File: src/core/disk_read_pkg.sv
// Constants, field layouts and carrier types for the disk track read sequencer.
// Assumes a 50 MHz APB clock and a drive that presents characters with area tags.
package disk_read_pkg;

	localparam int CLK_NS = 20;

	// Register byte offsets
	localparam logic [7:0] OFS_CTRL    = 8'h00;
	localparam logic [7:0] OFS_ADDR_LO = 8'h04;
	localparam logic [7:0] OFS_ADDR_HI = 8'h08;
	localparam logic [7:0] OFS_STATUS  = 8'h0C;
	localparam logic [7:0] OFS_DATA    = 8'h10;

	// Control word fields
	localparam int CTRL_ORDER_LSB = 0;
	localparam int CTRL_READ_BIT  = 4;
	localparam int CTRL_STOP_BIT  = 5;
	localparam int CTRL_WIDE_BIT  = 6;

	// Status word fields
	localparam int STS_BUSY     = 0;
	localparam int STS_END_NORM = 1;
	localparam int STS_END_UNUS = 2;
	localparam int STS_NRF      = 3;
	localparam int STS_DCHK     = 4;
	localparam int STS_INOP     = 5;
	localparam int STS_SRV      = 6;
	localparam int STS_OVERRUN  = 7;
	localparam int STS_HEAD_LSB = 8;

	// Operation codes held in the order field
	localparam logic [3:0] OP_SINGLE = 4'h1;
	localparam logic [3:0] OP_TWA    = 4'h2;
	localparam logic [3:0] OP_HOME   = 4'h5;
	localparam logic [3:0] OP_TRACK  = 4'h6;
	localparam logic [3:0] OP_CYL    = 4'hB;

	// Area tags from the drive
	localparam logic [1:0] AREA_NONE = 2'h0;
	localparam logic [1:0] AREA_HA   = 2'h1;
	localparam logic [1:0] AREA_RA   = 2'h2;
	localparam logic [1:0] AREA_REC  = 2'h3;

	// Home address layout: four track digits, flag byte, two identifiers
	localparam logic [3:0] HA_FLAG_IDX = 4'h4;
	localparam logic [3:0] TRACK_POS   = 4'h2;
	localparam logic [3:0] ID_POS      = 4'h6;
	localparam logic [3:0] ADDR_LAST   = 4'h7;

	localparam logic [5:0] HEAD_MAX   = 6'h27;
	localparam logic [5:0] SPARE_BASE = 6'h27;
	localparam logic [3:0] ACC_NUM    = 4'h2;
	localparam logic [3:0] MOD_NUM    = 4'h2;
	localparam logic [7:0] DEC_TEN    = 8'h0A;

	// Service request spacing: least average time per character
	localparam int PACE6_NS   = 11100;
	localparam int PACE8_NS   = 14200;
	localparam int SQUELCH_NS = 2000;
	localparam logic [9:0] PACE6_CYC = 10'((PACE6_NS + CLK_NS - 1) / CLK_NS);
	localparam logic [9:0] PACE8_CYC = 10'((PACE8_NS + CLK_NS - 1) / CLK_NS);
	localparam logic [9:0] SQ_CYC    = 10'((SQUELCH_NS + CLK_NS - 1) / CLK_NS);

	typedef struct packed {
		logic       early_index;
		logic       strobe;
		logic       area_end;
		logic       check_err;
		logic       last_rec;
		logic [1:0] area;
		logic [7:0] ch;
		logic       override;
		logic [3:0] powered;
	} drive_in_type;

	typedef enum logic [2:0] {
		ST_IDLE,
		ST_SQUELCH,
		ST_SEARCH,
		ST_SEEK_HA,
		ST_XFER
	} state_type;

endpackage

File: src/core/disk_track_read_sequencer.sv
// Read-side sequencer: APB register slave toward the processor, tagged character
// stream from the drive. Drive inputs are asynchronous and resynchronised here.
//
// The APB interface to the registers and the register offsets were chosen for this implementation.
`timescale 1ns/1ps

module disk_track_read_sequencer
	import disk_read_pkg::*;
(
	input  wire logic         pclk,
	input  wire logic         presetn,
	input  wire logic         psel,
	input  wire logic         penable,
	input  wire logic         pwrite,
	input  wire logic [7:0]   paddr,
	input  wire logic [31:0]  pwdata,
	output logic      [31:0]  prdata,
	output logic              pready,
	output logic              pslverr,
	input  wire drive_in_type drive_in,
	output logic      [5:0]   head_addr,
	output logic              head_load,
	output logic              squelch,
	output logic      [3:0]   access_select,
	output logic              srv_req,
	output logic              op_end
);

	drive_in_type s1_q, s2_q, s3_q;
	state_type    st_q;
	logic [7:0][5:0] addr_q;
	logic [3:0]  mode_q;
	logic        wide_q;
	logic [5:0]  head_q;
	logic [3:0]  acc_q;
	logic [3:0]  cidx_q;
	logic [9:0]  sq_q;
	logic [9:0]  pace_q;
	logic [7:0]  hold_q;
	logic [7:0]  data_q;
	logic [31:0] prdata_q;
	logic        hold_v_q, srv_q, stop_q, miss_q, flag_q, nxt_q, idx_q;
	logic        end_n_q, end_u_q, nrf_q, dc_q, inop_q, ovr_q;
	logic        head_load_q, op_end_q;

	// Pin inputs: the first stage feeds only the second
	always_ff @(posedge pclk or negedge presetn) begin
		if (!presetn) begin
			s1_q <= '0;
			s2_q <= '0;
			s3_q <= '0;
		end else begin
			s1_q <= drive_in;
			s2_q <= s1_q;
			s3_q <= s2_q;
		end
	end

	wire strb   = s2_q.strobe & ~s3_q.strobe;
	wire eoa    = s2_q.area_end & ~s3_q.area_end;
	wire idx_ev = s2_q.early_index & ~s3_q.early_index;
	wire is_ha  = s2_q.area == AREA_HA;
	wire is_ra  = s2_q.area == AREA_RA;
	wire is_rec = s2_q.area == AREA_REC;
	wire dc_now = eoa & s2_q.check_err;
	wire idle   = st_q == ST_IDLE;

	wire m_hao = mode_q == OP_HOME;
	wire m_trk = mode_q == OP_TRACK;
	wire m_twa = mode_q == OP_TWA;
	wire m_cyl = mode_q == OP_CYL;
	wire m_sro = mode_q == OP_SINGLE;
	wire valid_op = m_hao | m_trk | m_twa | m_cyl | m_sro;

	// APB decode
	wire acc_ph   = psel & penable;
	wire wr       = acc_ph & pwrite;
	wire rd       = acc_ph & ~pwrite;
	wire hit_ctrl = paddr == OFS_CTRL;
	wire hit_alo  = paddr == OFS_ADDR_LO;
	wire hit_ahi  = paddr == OFS_ADDR_HI;
	wire hit_sts  = paddr == OFS_STATUS;
	wire hit_dat  = paddr == OFS_DATA;
	wire mapped   = hit_ctrl | hit_alo | hit_ahi | hit_sts | hit_dat;
	wire [3:0] order_f = pwdata[CTRL_ORDER_LSB +: 4];
	wire order_wr = wr & hit_ctrl & idle & (order_f != 4'h0);
	wire read_wr  = wr & hit_ctrl & idle & pwdata[CTRL_READ_BIT] & ~order_wr;
	wire stop_wr  = wr & hit_ctrl & ~idle & pwdata[CTRL_STOP_BIT];
	wire stat_rd  = rd & hit_sts;
	wire data_rd  = rd & hit_dat;

	// Access selection from access and module digits
	wire [3:0] acc_dig = addr_q[0][3:0];
	wire [3:0] mod_dig = addr_q[1][3:0];
	wire [1:0] acc_idx = {acc_dig[0], mod_dig[0]};
	wire acc_ok   = (acc_dig < ACC_NUM) & (mod_dig < MOD_NUM);
	wire inop_now = ~acc_ok | ~s2_q.powered[acc_idx];
	wire [7:0] hs = 8'(addr_q[4][3:0]) * DEC_TEN + 8'(addr_q[5][3:0]);

	// Position of the current character within the stored address
	logic [3:0] cpos;
	assign cpos = ~is_ha ? cidx_q :
		(cidx_q < HA_FLAG_IDX) ? 4'(cidx_q + TRACK_POS) :
		(cidx_q == HA_FLAG_IDX) ? 4'h0 : 4'(cidx_q + 4'h1);

	function automatic logic char_miss(input logic [3:0] pos, input logic [5:0] c,
		input logic [5:0] a);
		if (pos < TRACK_POS || pos > ADDR_LAST)
			char_miss = 1'b0;
		else if (pos < ID_POS)
			char_miss = c[3:0] != a[3:0];
		else
			char_miss = c != a;
	endfunction

	function automatic logic [2:0] spare_of(input logic [2:0] f);
		case (f)
			3'h1: spare_of = 3'h1;
			3'h2: spare_of = 3'h2;
			3'h4: spare_of = 3'h3;
			3'h5: spare_of = 3'h4;
			3'h6: spare_of = 3'h5;
			3'h7: spare_of = 3'h6;
			default: spare_of = 3'h0;
		endcase
	endfunction

	wire       cmiss  = char_miss(cpos, s2_q.ch[5:0], addr_q[cpos[2:0]]);
	wire [2:0] surf   = spare_of(s2_q.ch[2:0]);
	wire       flag_c = strb & is_ha & (cidx_q == HA_FLAG_IDX);
	wire       spare  = flag_c & (surf != 3'h0) & ~flag_q &
		(st_q == ST_SEEK_HA || st_q == ST_SEARCH);
	wire       ovr_sw = s2_q.override;

	// Home address and record address decisions
	wire hao_go   = st_q == ST_SEEK_HA & m_hao & ~ovr_sw & flag_c & surf == 3'h0;
	wire hao_ovr  = st_q == ST_SEEK_HA & m_hao & ovr_sw & strb & is_ha;
	wire ha_end   = st_q == ST_SEEK_HA & ~m_hao & eoa & is_ha & ~flag_q;
	wire ha_rej   = (ha_end & miss_q & ~nxt_q) | (hao_go & miss_q);
	wire ha_pass  = (ha_end & ~(miss_q & ~nxt_q)) | (hao_go & ~miss_q);
	wire nrf_sro  = st_q == ST_SEARCH & idx_ev & idx_q;
	wire nrf_set  = ha_rej | nrf_sro;
	wire ra_match = st_q == ST_SEARCH & eoa & is_ra & ~miss_q;

	// Transfer and end conditions
	wire rec_end  = eoa & is_rec;
	wire step_ok  = m_cyl & (head_q < HEAD_MAX) & ~stop_q & ~dc_now;
	wire cyl_step = st_q == ST_XFER & rec_end & s2_q.last_rec & step_ok;
	logic xfer_end;
	always_comb begin
		xfer_end = 1'b0;
		if (st_q == ST_XFER) begin
			if (m_hao)
				xfer_end = idx_ev | (rec_end & stop_q);
			else if (m_sro)
				xfer_end = rec_end;
			else if (m_twa | m_cyl)
				xfer_end = rec_end & (stop_q | dc_now | (s2_q.last_rec & ~step_ok));
			else
				xfer_end = rec_end & (stop_q | s2_q.last_rec);
		end
	end
	wire early = stop_q & (st_q == ST_SQUELCH || st_q == ST_SEEK_HA || st_q == ST_SEARCH);
	wire fin   = nrf_set | xfer_end | early;
	wire fin_u = nrf_set | dc_q | dc_now;

	logic xfer_area;
	assign xfer_area = m_hao ? 1'b1 : m_trk ? (is_ra | is_rec) : is_rec;
	wire push = strb & ~stop_q & ((st_q == ST_XFER & xfer_area) | hao_ovr);
	wire move = hold_v_q & (pace_q == 10'h000) & ~srv_q;
	wire clr  = (stat_rd | order_wr) & idle;

	// Sequencer
	always_ff @(posedge pclk or negedge presetn) begin
		if (!presetn) begin
			st_q        <= ST_IDLE;
			head_q      <= '0;
			acc_q       <= '0;
			stop_q      <= 1'b0;
			miss_q      <= 1'b0;
			flag_q      <= 1'b0;
			nxt_q       <= 1'b0;
			idx_q       <= 1'b0;
			sq_q        <= '0;
			head_load_q <= 1'b0;
			op_end_q    <= 1'b0;
		end else begin
			head_load_q <= 1'b0;
			op_end_q    <= 1'b0;
			if (stop_wr)
				stop_q <= 1'b1;
			if (eoa) begin
				miss_q <= 1'b0;
				flag_q <= 1'b0;
			end else if (strb & ~flag_c)
				miss_q <= miss_q | cmiss;
			if (spare) begin
				head_q      <= 6'(SPARE_BASE + 6'(surf));
				head_load_q <= 1'b1;
				flag_q      <= 1'b1;
			end
			case (st_q)
				ST_IDLE: begin
					if (read_wr & valid_op & ~inop_now) begin
						head_q      <= hs[5:0];
						head_load_q <= 1'b1;
						acc_q       <= 4'h1 << acc_idx;
						stop_q      <= 1'b0;
						miss_q      <= 1'b0;
						flag_q      <= 1'b0;
						nxt_q       <= 1'b0;
						idx_q       <= 1'b0;
						sq_q        <= SQ_CYC;
						st_q        <= m_sro ? ST_SQUELCH : ST_SEEK_HA;
					end else if (read_wr)
						op_end_q <= 1'b1;
				end
				ST_SQUELCH: begin
					sq_q <= sq_q - 10'h001;
					if (sq_q == 10'h001)
						st_q <= ST_SEARCH;
				end
				ST_SEARCH: begin
					if (idx_ev)
						idx_q <= 1'b1;
					if (ra_match)
						st_q <= ST_XFER;
				end
				ST_SEEK_HA: begin
					if (ha_pass | hao_ovr)
						st_q <= ST_XFER;
				end
				ST_XFER: begin
					if (cyl_step) begin
						head_q      <= 6'(head_q + 6'h01);
						head_load_q <= 1'b1;
						nxt_q       <= 1'b1;
						st_q        <= ST_SEEK_HA;
					end
				end
				default: st_q <= ST_IDLE;
			endcase
			if (fin) begin
				st_q     <= ST_IDLE;
				op_end_q <= 1'b1;
			end
		end
	end

	// Status word flags; a set in the same cycle as a clear wins
	always_ff @(posedge pclk or negedge presetn) begin
		if (!presetn) begin
			end_n_q <= 1'b0;
			end_u_q <= 1'b0;
			nrf_q   <= 1'b0;
			dc_q    <= 1'b0;
			inop_q  <= 1'b0;
			ovr_q   <= 1'b0;
		end else begin
			if (clr) begin
				end_n_q <= 1'b0;
				end_u_q <= 1'b0;
				nrf_q   <= 1'b0;
				dc_q    <= 1'b0;
				inop_q  <= 1'b0;
				ovr_q   <= 1'b0;
			end
			if (read_wr & (inop_now | ~valid_op)) begin
				inop_q  <= inop_now;
				end_u_q <= 1'b1;
			end
			if (dc_now & ~idle)
				dc_q <= 1'b1;
			if (nrf_set)
				nrf_q <= 1'b1;
			if (push & hold_v_q & ~move)
				ovr_q <= 1'b1;
			if (fin) begin
				end_n_q <= ~fin_u;
				end_u_q <= fin_u;
			end
		end
	end

	// Character hand-off with request spacing
	always_ff @(posedge pclk or negedge presetn) begin
		if (!presetn) begin
			hold_q   <= '0;
			hold_v_q <= 1'b0;
			data_q   <= '0;
			srv_q    <= 1'b0;
			pace_q   <= '0;
		end else begin
			if (pace_q != 10'h000)
				pace_q <= pace_q - 10'h001;
			if (data_rd)
				srv_q <= 1'b0;
			if (move) begin
				data_q   <= hold_q;
				srv_q    <= 1'b1;
				pace_q   <= wide_q ? PACE8_CYC : PACE6_CYC;
				hold_v_q <= 1'b0;
			end
			if (push) begin
				hold_q   <= wide_q ? s2_q.ch : {2'b00, s2_q.ch[5:0]};
				hold_v_q <= 1'b1;
			end else if (read_wr)
				hold_v_q <= 1'b0;
		end
	end

	// Area character index
	always_ff @(posedge pclk or negedge presetn) begin
		if (!presetn)
			cidx_q <= '0;
		else if (eoa)
			cidx_q <= '0;
		else if (strb & cidx_q != 4'hF)
			cidx_q <= cidx_q + 4'h1;
	end

	logic [31:0] rdata;
	assign rdata =
		hit_ctrl ? {25'h0, wide_q, 2'b00, mode_q} :
		hit_alo  ? {8'h00, addr_q[3:0]} :
		hit_ahi  ? {8'h00, addr_q[7:4]} :
		hit_sts  ? {18'h0, head_q, ovr_q, srv_q, inop_q, dc_q, nrf_q, end_u_q, end_n_q,
			~idle} :
		hit_dat  ? {24'h0, data_q} : 32'h0000_0000;

	// Register file
	always_ff @(posedge pclk or negedge presetn) begin
		if (!presetn) begin
			addr_q   <= '0;
			mode_q   <= '0;
			wide_q   <= 1'b0;
			prdata_q <= '0;
		end else begin
			if (wr & hit_alo & idle)
				addr_q[3:0] <= pwdata[23:0];
			if (wr & hit_ahi & idle)
				addr_q[7:4] <= pwdata[23:0];
			if (order_wr) begin
				mode_q <= order_f;
				wide_q <= pwdata[CTRL_WIDE_BIT];
			end
			if (psel & ~penable & ~pwrite)
				prdata_q <= rdata;
		end
	end

	assign prdata        = prdata_q;
	assign pready        = 1'b1;
	assign pslverr       = acc_ph & ~mapped;
	assign head_addr     = head_q;
	assign head_load     = head_load_q;
	assign squelch       = st_q == ST_SQUELCH;
	assign access_select = acc_q;
	assign srv_req       = srv_q;
	assign op_end        = op_end_q;

endmodule

File: config.mk
export PLATFORM = sky130hd
export DESIGN_NAME = disk_track_read_sequencer
export DESIGN_NICKNAME = d
export VERILOG_FILES = /design/src/core/disk_read_pkg.sv /design/src/core/disk_track_read_sequencer.sv
export SDC_FILE = /design/constraint.sdc
export NUM_CORES = 1
export LEC_CHECK = 0
export ABC_AREA = 1
export BUFFER_PORTS_ARGS = -buffer_cell sky130_fd_sc_hd__clkbuf_2
export CAP_MARGIN = 20
export CELL_PAD_IN_SITES_DETAIL_PLACEMENT = 1
export CELL_PAD_IN_SITES_GLOBAL_PLACEMENT = 1
export CORE_MARGIN = 1
export CORE_UTILIZATION = 44
export CTS_CLUSTER_SIZE = 16
export DETAILED_ROUTE_END_ITERATION = 10
export PLACE_DENSITY_LB_ADDON = 0.1
export SYNTH_ARGS = -nofsm -noshare
export SYNTH_HDL_FRONTEND = slang
export SYNTH_SLANG_ARGS = --single-unit
File: constraint.sdc
create_clock -name pclk -period 2.3 [get_ports pclk]
set_input_delay 0 -clock pclk [delete_from_list [all_inputs] [get_ports pclk]]
set_output_delay 0 -clock pclk [all_outputs]
set_load 0.03 [all_outputs]
==> flow_metrics.py <==
metrics = {
    "run_status": {
        "status": "completed",
    },
    "sta": {
        "max_slew_headroom_pct": 36.8,
        "smallest_hold_slack_ns": 0.0870,
        "post-route-worst-setup-slack_ns": 0.0561,
        "timing_worst_slew_pin_value_ns": 0.944,
        "max_clock_skew_ns": 0.0138,
        "setup_repair_after_global_routing_missed_its_margin": "yes",
        "slew_viol_final": 0,
        "timing.final.hold_violations": 0,
        "setup-violations-final": 0,
        "final_min_period_over_clock_period_pct": 97.6,
        "period_minus_slack_ns": 2.24,
        "fmax_mhz": 446,
    },
    "global_route": {
        "grt_use_total_pct": 29.4,
        "grt_antenna_before_repair": 0,
        "vias_in_the_first_global_route": 9019,
        "grt_first_pass_wirelength_mm": 48.6,
        "grt_max_degree": 62,
        "grt_overflow_total": 0,
    },
    "clocking": {
        "cts_tree": "done",
        "cts.reportedPaths.clkPinSlew_ns": 0.08,
        "numClockSinks": 188,
        "cts.root.buffer_cell": "sky130_fd_sc_hd__clkbuf_16",
        "cts_max_path_buffers": 2,
        "cts_buffer_count": 17,
        "insertion_delay_ns": 0.45,
        "ctsHtreeMaxLevel": 4,
    },
    "layout": {
        "nets_finish": 1383,
        "final_design_area_no_fill_sq_mm": 0.0117,
        "final_cell_count_no_fill": 1585,
        "layout-drive-gt1-share_pct": 22.4,
        "total_inserted_antenna_cells": 0,
        "fin_util_pct": 57.4,
        "synthToLayoutAreaGrowth_pct": 26.9,
    },
    "die": {
        "floorplan.die_area_sq_mm": 0.0216,
        "num_rows": 52,
        "die_w_um": 147,
        "initial_cell_density_of_the_core_pct": 45.2,
        "die_height_um": 147,
        "fp.coreArea_sq_mm": 0.0204,
        "boundaryPins": 113,
    },
    "synth": {
        "ys_seq_elements": 188,
        "synth-edff-count": 0,
        "dominantRegCellSynth": "sky130_fd_sc_hd__dfrtp_1",
        "synth_sequential_area_ratio_pct": 50.9,
        "asyncSetResetFlopFracSynth_pct": 100,
        "syn_inst": 1102,
        "ys_types": 52,
        "postSynthAreaPerCell_sq_um": 8.38,
        "synth-warning-count": 0,
        "synth.cell_area_sq_mm": 0.00924,
    },
    "critical_path": {
        "worst-r2r-cell-count": 15,
        "critPathMaxFanout": 4,
        "end_kind": "flop",
        "cp_slowest_cell": "sky130_fd_sc_hd__dfrtp_2",
        "timing.critical_path.mode_cell": "sky130_fd_sc_hd__nand2_1",
        "worst_ep_arrival_time_ns": 2.61,
        "crit_chain": "inv_4 > nor2_4 > nand2_2 > o21ai_2 > inv_2 > ha_4 > nand2_4 > nor4_4 > nand2_1 > nand2_1 > nand2_1 > nand2_2 > nand3_2 > or2_1 > a21oi_2",
        "crit_path_max_incr_delay_ns": 0.49,
        "cp_data_required_time_ns": 2.67,
        "critical_path_class": "flop to flop",
        "worst_setup_path_start_kind": "flop",
    },
    "detailed_routing": {
        "detailroute.via_count": 8594,
        "route.detailed.drc": 0,
        "antenna_violating_nets_left": 0,
        "routedWlPerCell_um": 19.5,
        "postRouteWirelength_mm": 30.9,
        "dr.first_iter.drc_count": 577,
        "detail_route.vias_per_cell": 5.42,
        "drt_pass1_iterations": 6,
    },
    "pwr": {
        "static-leakage-power_uw": 0.00578,
        "comb_power_share_pct": 20.3,
        "p_sw_share_pct": 31.6,
        "vdd.ir_drop.worst_mv": 0.444,
        "switching_power_uw": 2650,
        "power.internal_uw": 5750,
        "p_clk_share_pct": 35.8,
        "power_density_mw_per_mm2": 717,
        "share_seq_of_total_power_pct": 43.9,
    },
    "min_path": {
        "hold_class": "primary input to async pin",
    },
    "placed_design": {
        "placement.setup.worst_slack_ns": -0.0744,
        "post-dp-hpwl_mm": 21.5,
        "place_congestion": 0.891,
        "portBuffers": 95,
        "dpl_cell_area_sq_mm": 0.0103,
        "placedCellCount": 1482,
    },
    "job": {
        "maxCapViolations": 0,
    },
}
[per-stage QoR]
stage	power, uW	TNS [ns]
2_1_floorplan	4650	0
3_3_place_gp	5110	0
3_5_place_dp	5180	-0.233
4_1_cts	8240	0
5_1_grt	8750	-0.0709
6_report	8400	0
[area by class of cell]
| class | instances | area, sq um |
|---|---|---|
| repair buffers | 212 | 1560 |
| multi-input cells | 749 | 4010 |
| clock buffers | 19 | 453 |
| fillers | 2467 | 8710 |
| well taps | 270 | 338 |
| flip-flops and latches | 188 | 4710 |
| inverters | 134 | 518 |
| clock inverters | 13 | 133 |
[cell usage in the layout, fill, tap and decap left out, types with 19 or more instances in the layout]
master,instances
sky130_fd_sc_hd__a21oi_1,28
sky130_fd_sc_hd__buf_4,60
sky130_fd_sc_hd__clkbuf_2,94
sky130_fd_sc_hd__dfrtp_1,183
sky130_fd_sc_hd__dlygate4sd3_1,49
sky130_fd_sc_hd__inv_1,110
sky130_fd_sc_hd__inv_2,19
sky130_fd_sc_hd__nand2_1,279
sky130_fd_sc_hd__nand3_1,85
sky130_fd_sc_hd__nor2_1,46
sky130_fd_sc_hd__o21ai_0,95
sky130_fd_sc_hd__o21ai_1,47
[worst paths after layout]
| check | startpoint | end | slack (ns) |
|---|---|---|---|
| hold reg to reg | s1_q[3] | s2_q[3] | 0.35 |
| setup / recovery | s2_q[5] | st_q[2] | 0.06 |
| max in group asynchronous | presetn | sq_q[0] | 1.46 |
| hold / removal | presetn | s3_q[17] | 0.09 |
| min in group pclk | paddr[6] | prdata[1] | 0.09 |
| setup reg to reg | s2_q[5] | st_q[2] | 0.06 |
[metal layers]
layer	global-route usage [%]	share of wire, %	up-vias
met5	0	0	-
li1	-	-	3990
met3	5.19	4.8	61
met4	11.2	2.7	0
met1	38.3	44	4313
met2	48.9	49	230
[critical path: cells and delay by family (launching register included)]
kind	cells	cell delay (ns)
compound gates	2	0.22
fa+ha+maj	1	0.14
buf+inv	2	0.21
flops	1	0.49
simple gates	10	1.13
[repair_timing]
| item | in CTS | in global routing |
|---|---|---|
| gates cloned | 0 | 1 |
| hold buffers | 49 | 0 |
| endpoints found under the setup margin | 6 | 10 |
| endpoints found under the hold margin | 192 | 0 |
| setup buffers | 0 | 21 |
| resized for setup | 4 | 54 |
| pin swaps | 1 | 16 |
[cell families (layout without fill, tap and decap cells)]
family / Yosys count / after routing / share of synthesized area (%)
AND/OR/NAND/NOR: 493 / 494 / 24.5
other: 2 / 9 / 0.0813
flip-flops: 188 / 188 / 50.9
AO/OA/AOI/OAI: 215 / 215 / 12.9
adder cells (fa/ha/maj): 16 / 16 / 2.25
XOR/XNOR: 15 / 15 / 1.42
buffers and inverters: 173 / 378 / 7.95
[sequential cells by signal (all words and copies together), names as in the netlist, 3 cells and up]
name	count
head_addr	6
st_q	3
pace_q	10
s2_q	19
acc_dig	4
data_q	8
access_select	4
mode_q	4
prdata	24
s1_q	20
hold_q	8
cidx_q	4
addr_q	43
s3_q	3
sq_q	10
[cell usage after synthesis (all sizes together), types with 12 or more instances]
library cell,n,area [sq um]
o21ai,143,716
a21oi,31,163
dfrtp,188,4700
nand2,301,1180
nand3,91,475
nor2,64,288
nand4,12,87.6
nor3,14,130
inv,134,503
ha,15,188
clkbuf,15,56.3
buf,24,175
[power by group through the flow]
stage | logic [uW] | registers (uW) | clock network, uW
2_1_floorplan | 912 | 3740 | 0
3_3_place_gp | 1380 | 3730 | 0
3_5_place_dp | 1440 | 3740 | 0
4_1_cts | 1530 | 3680 | 3030
5_1_grt | 1890 | 3710 | 3160
6_report | 1710 | 3690 | 3010
No activity file was read; power rests on OpenSTA's default activity.
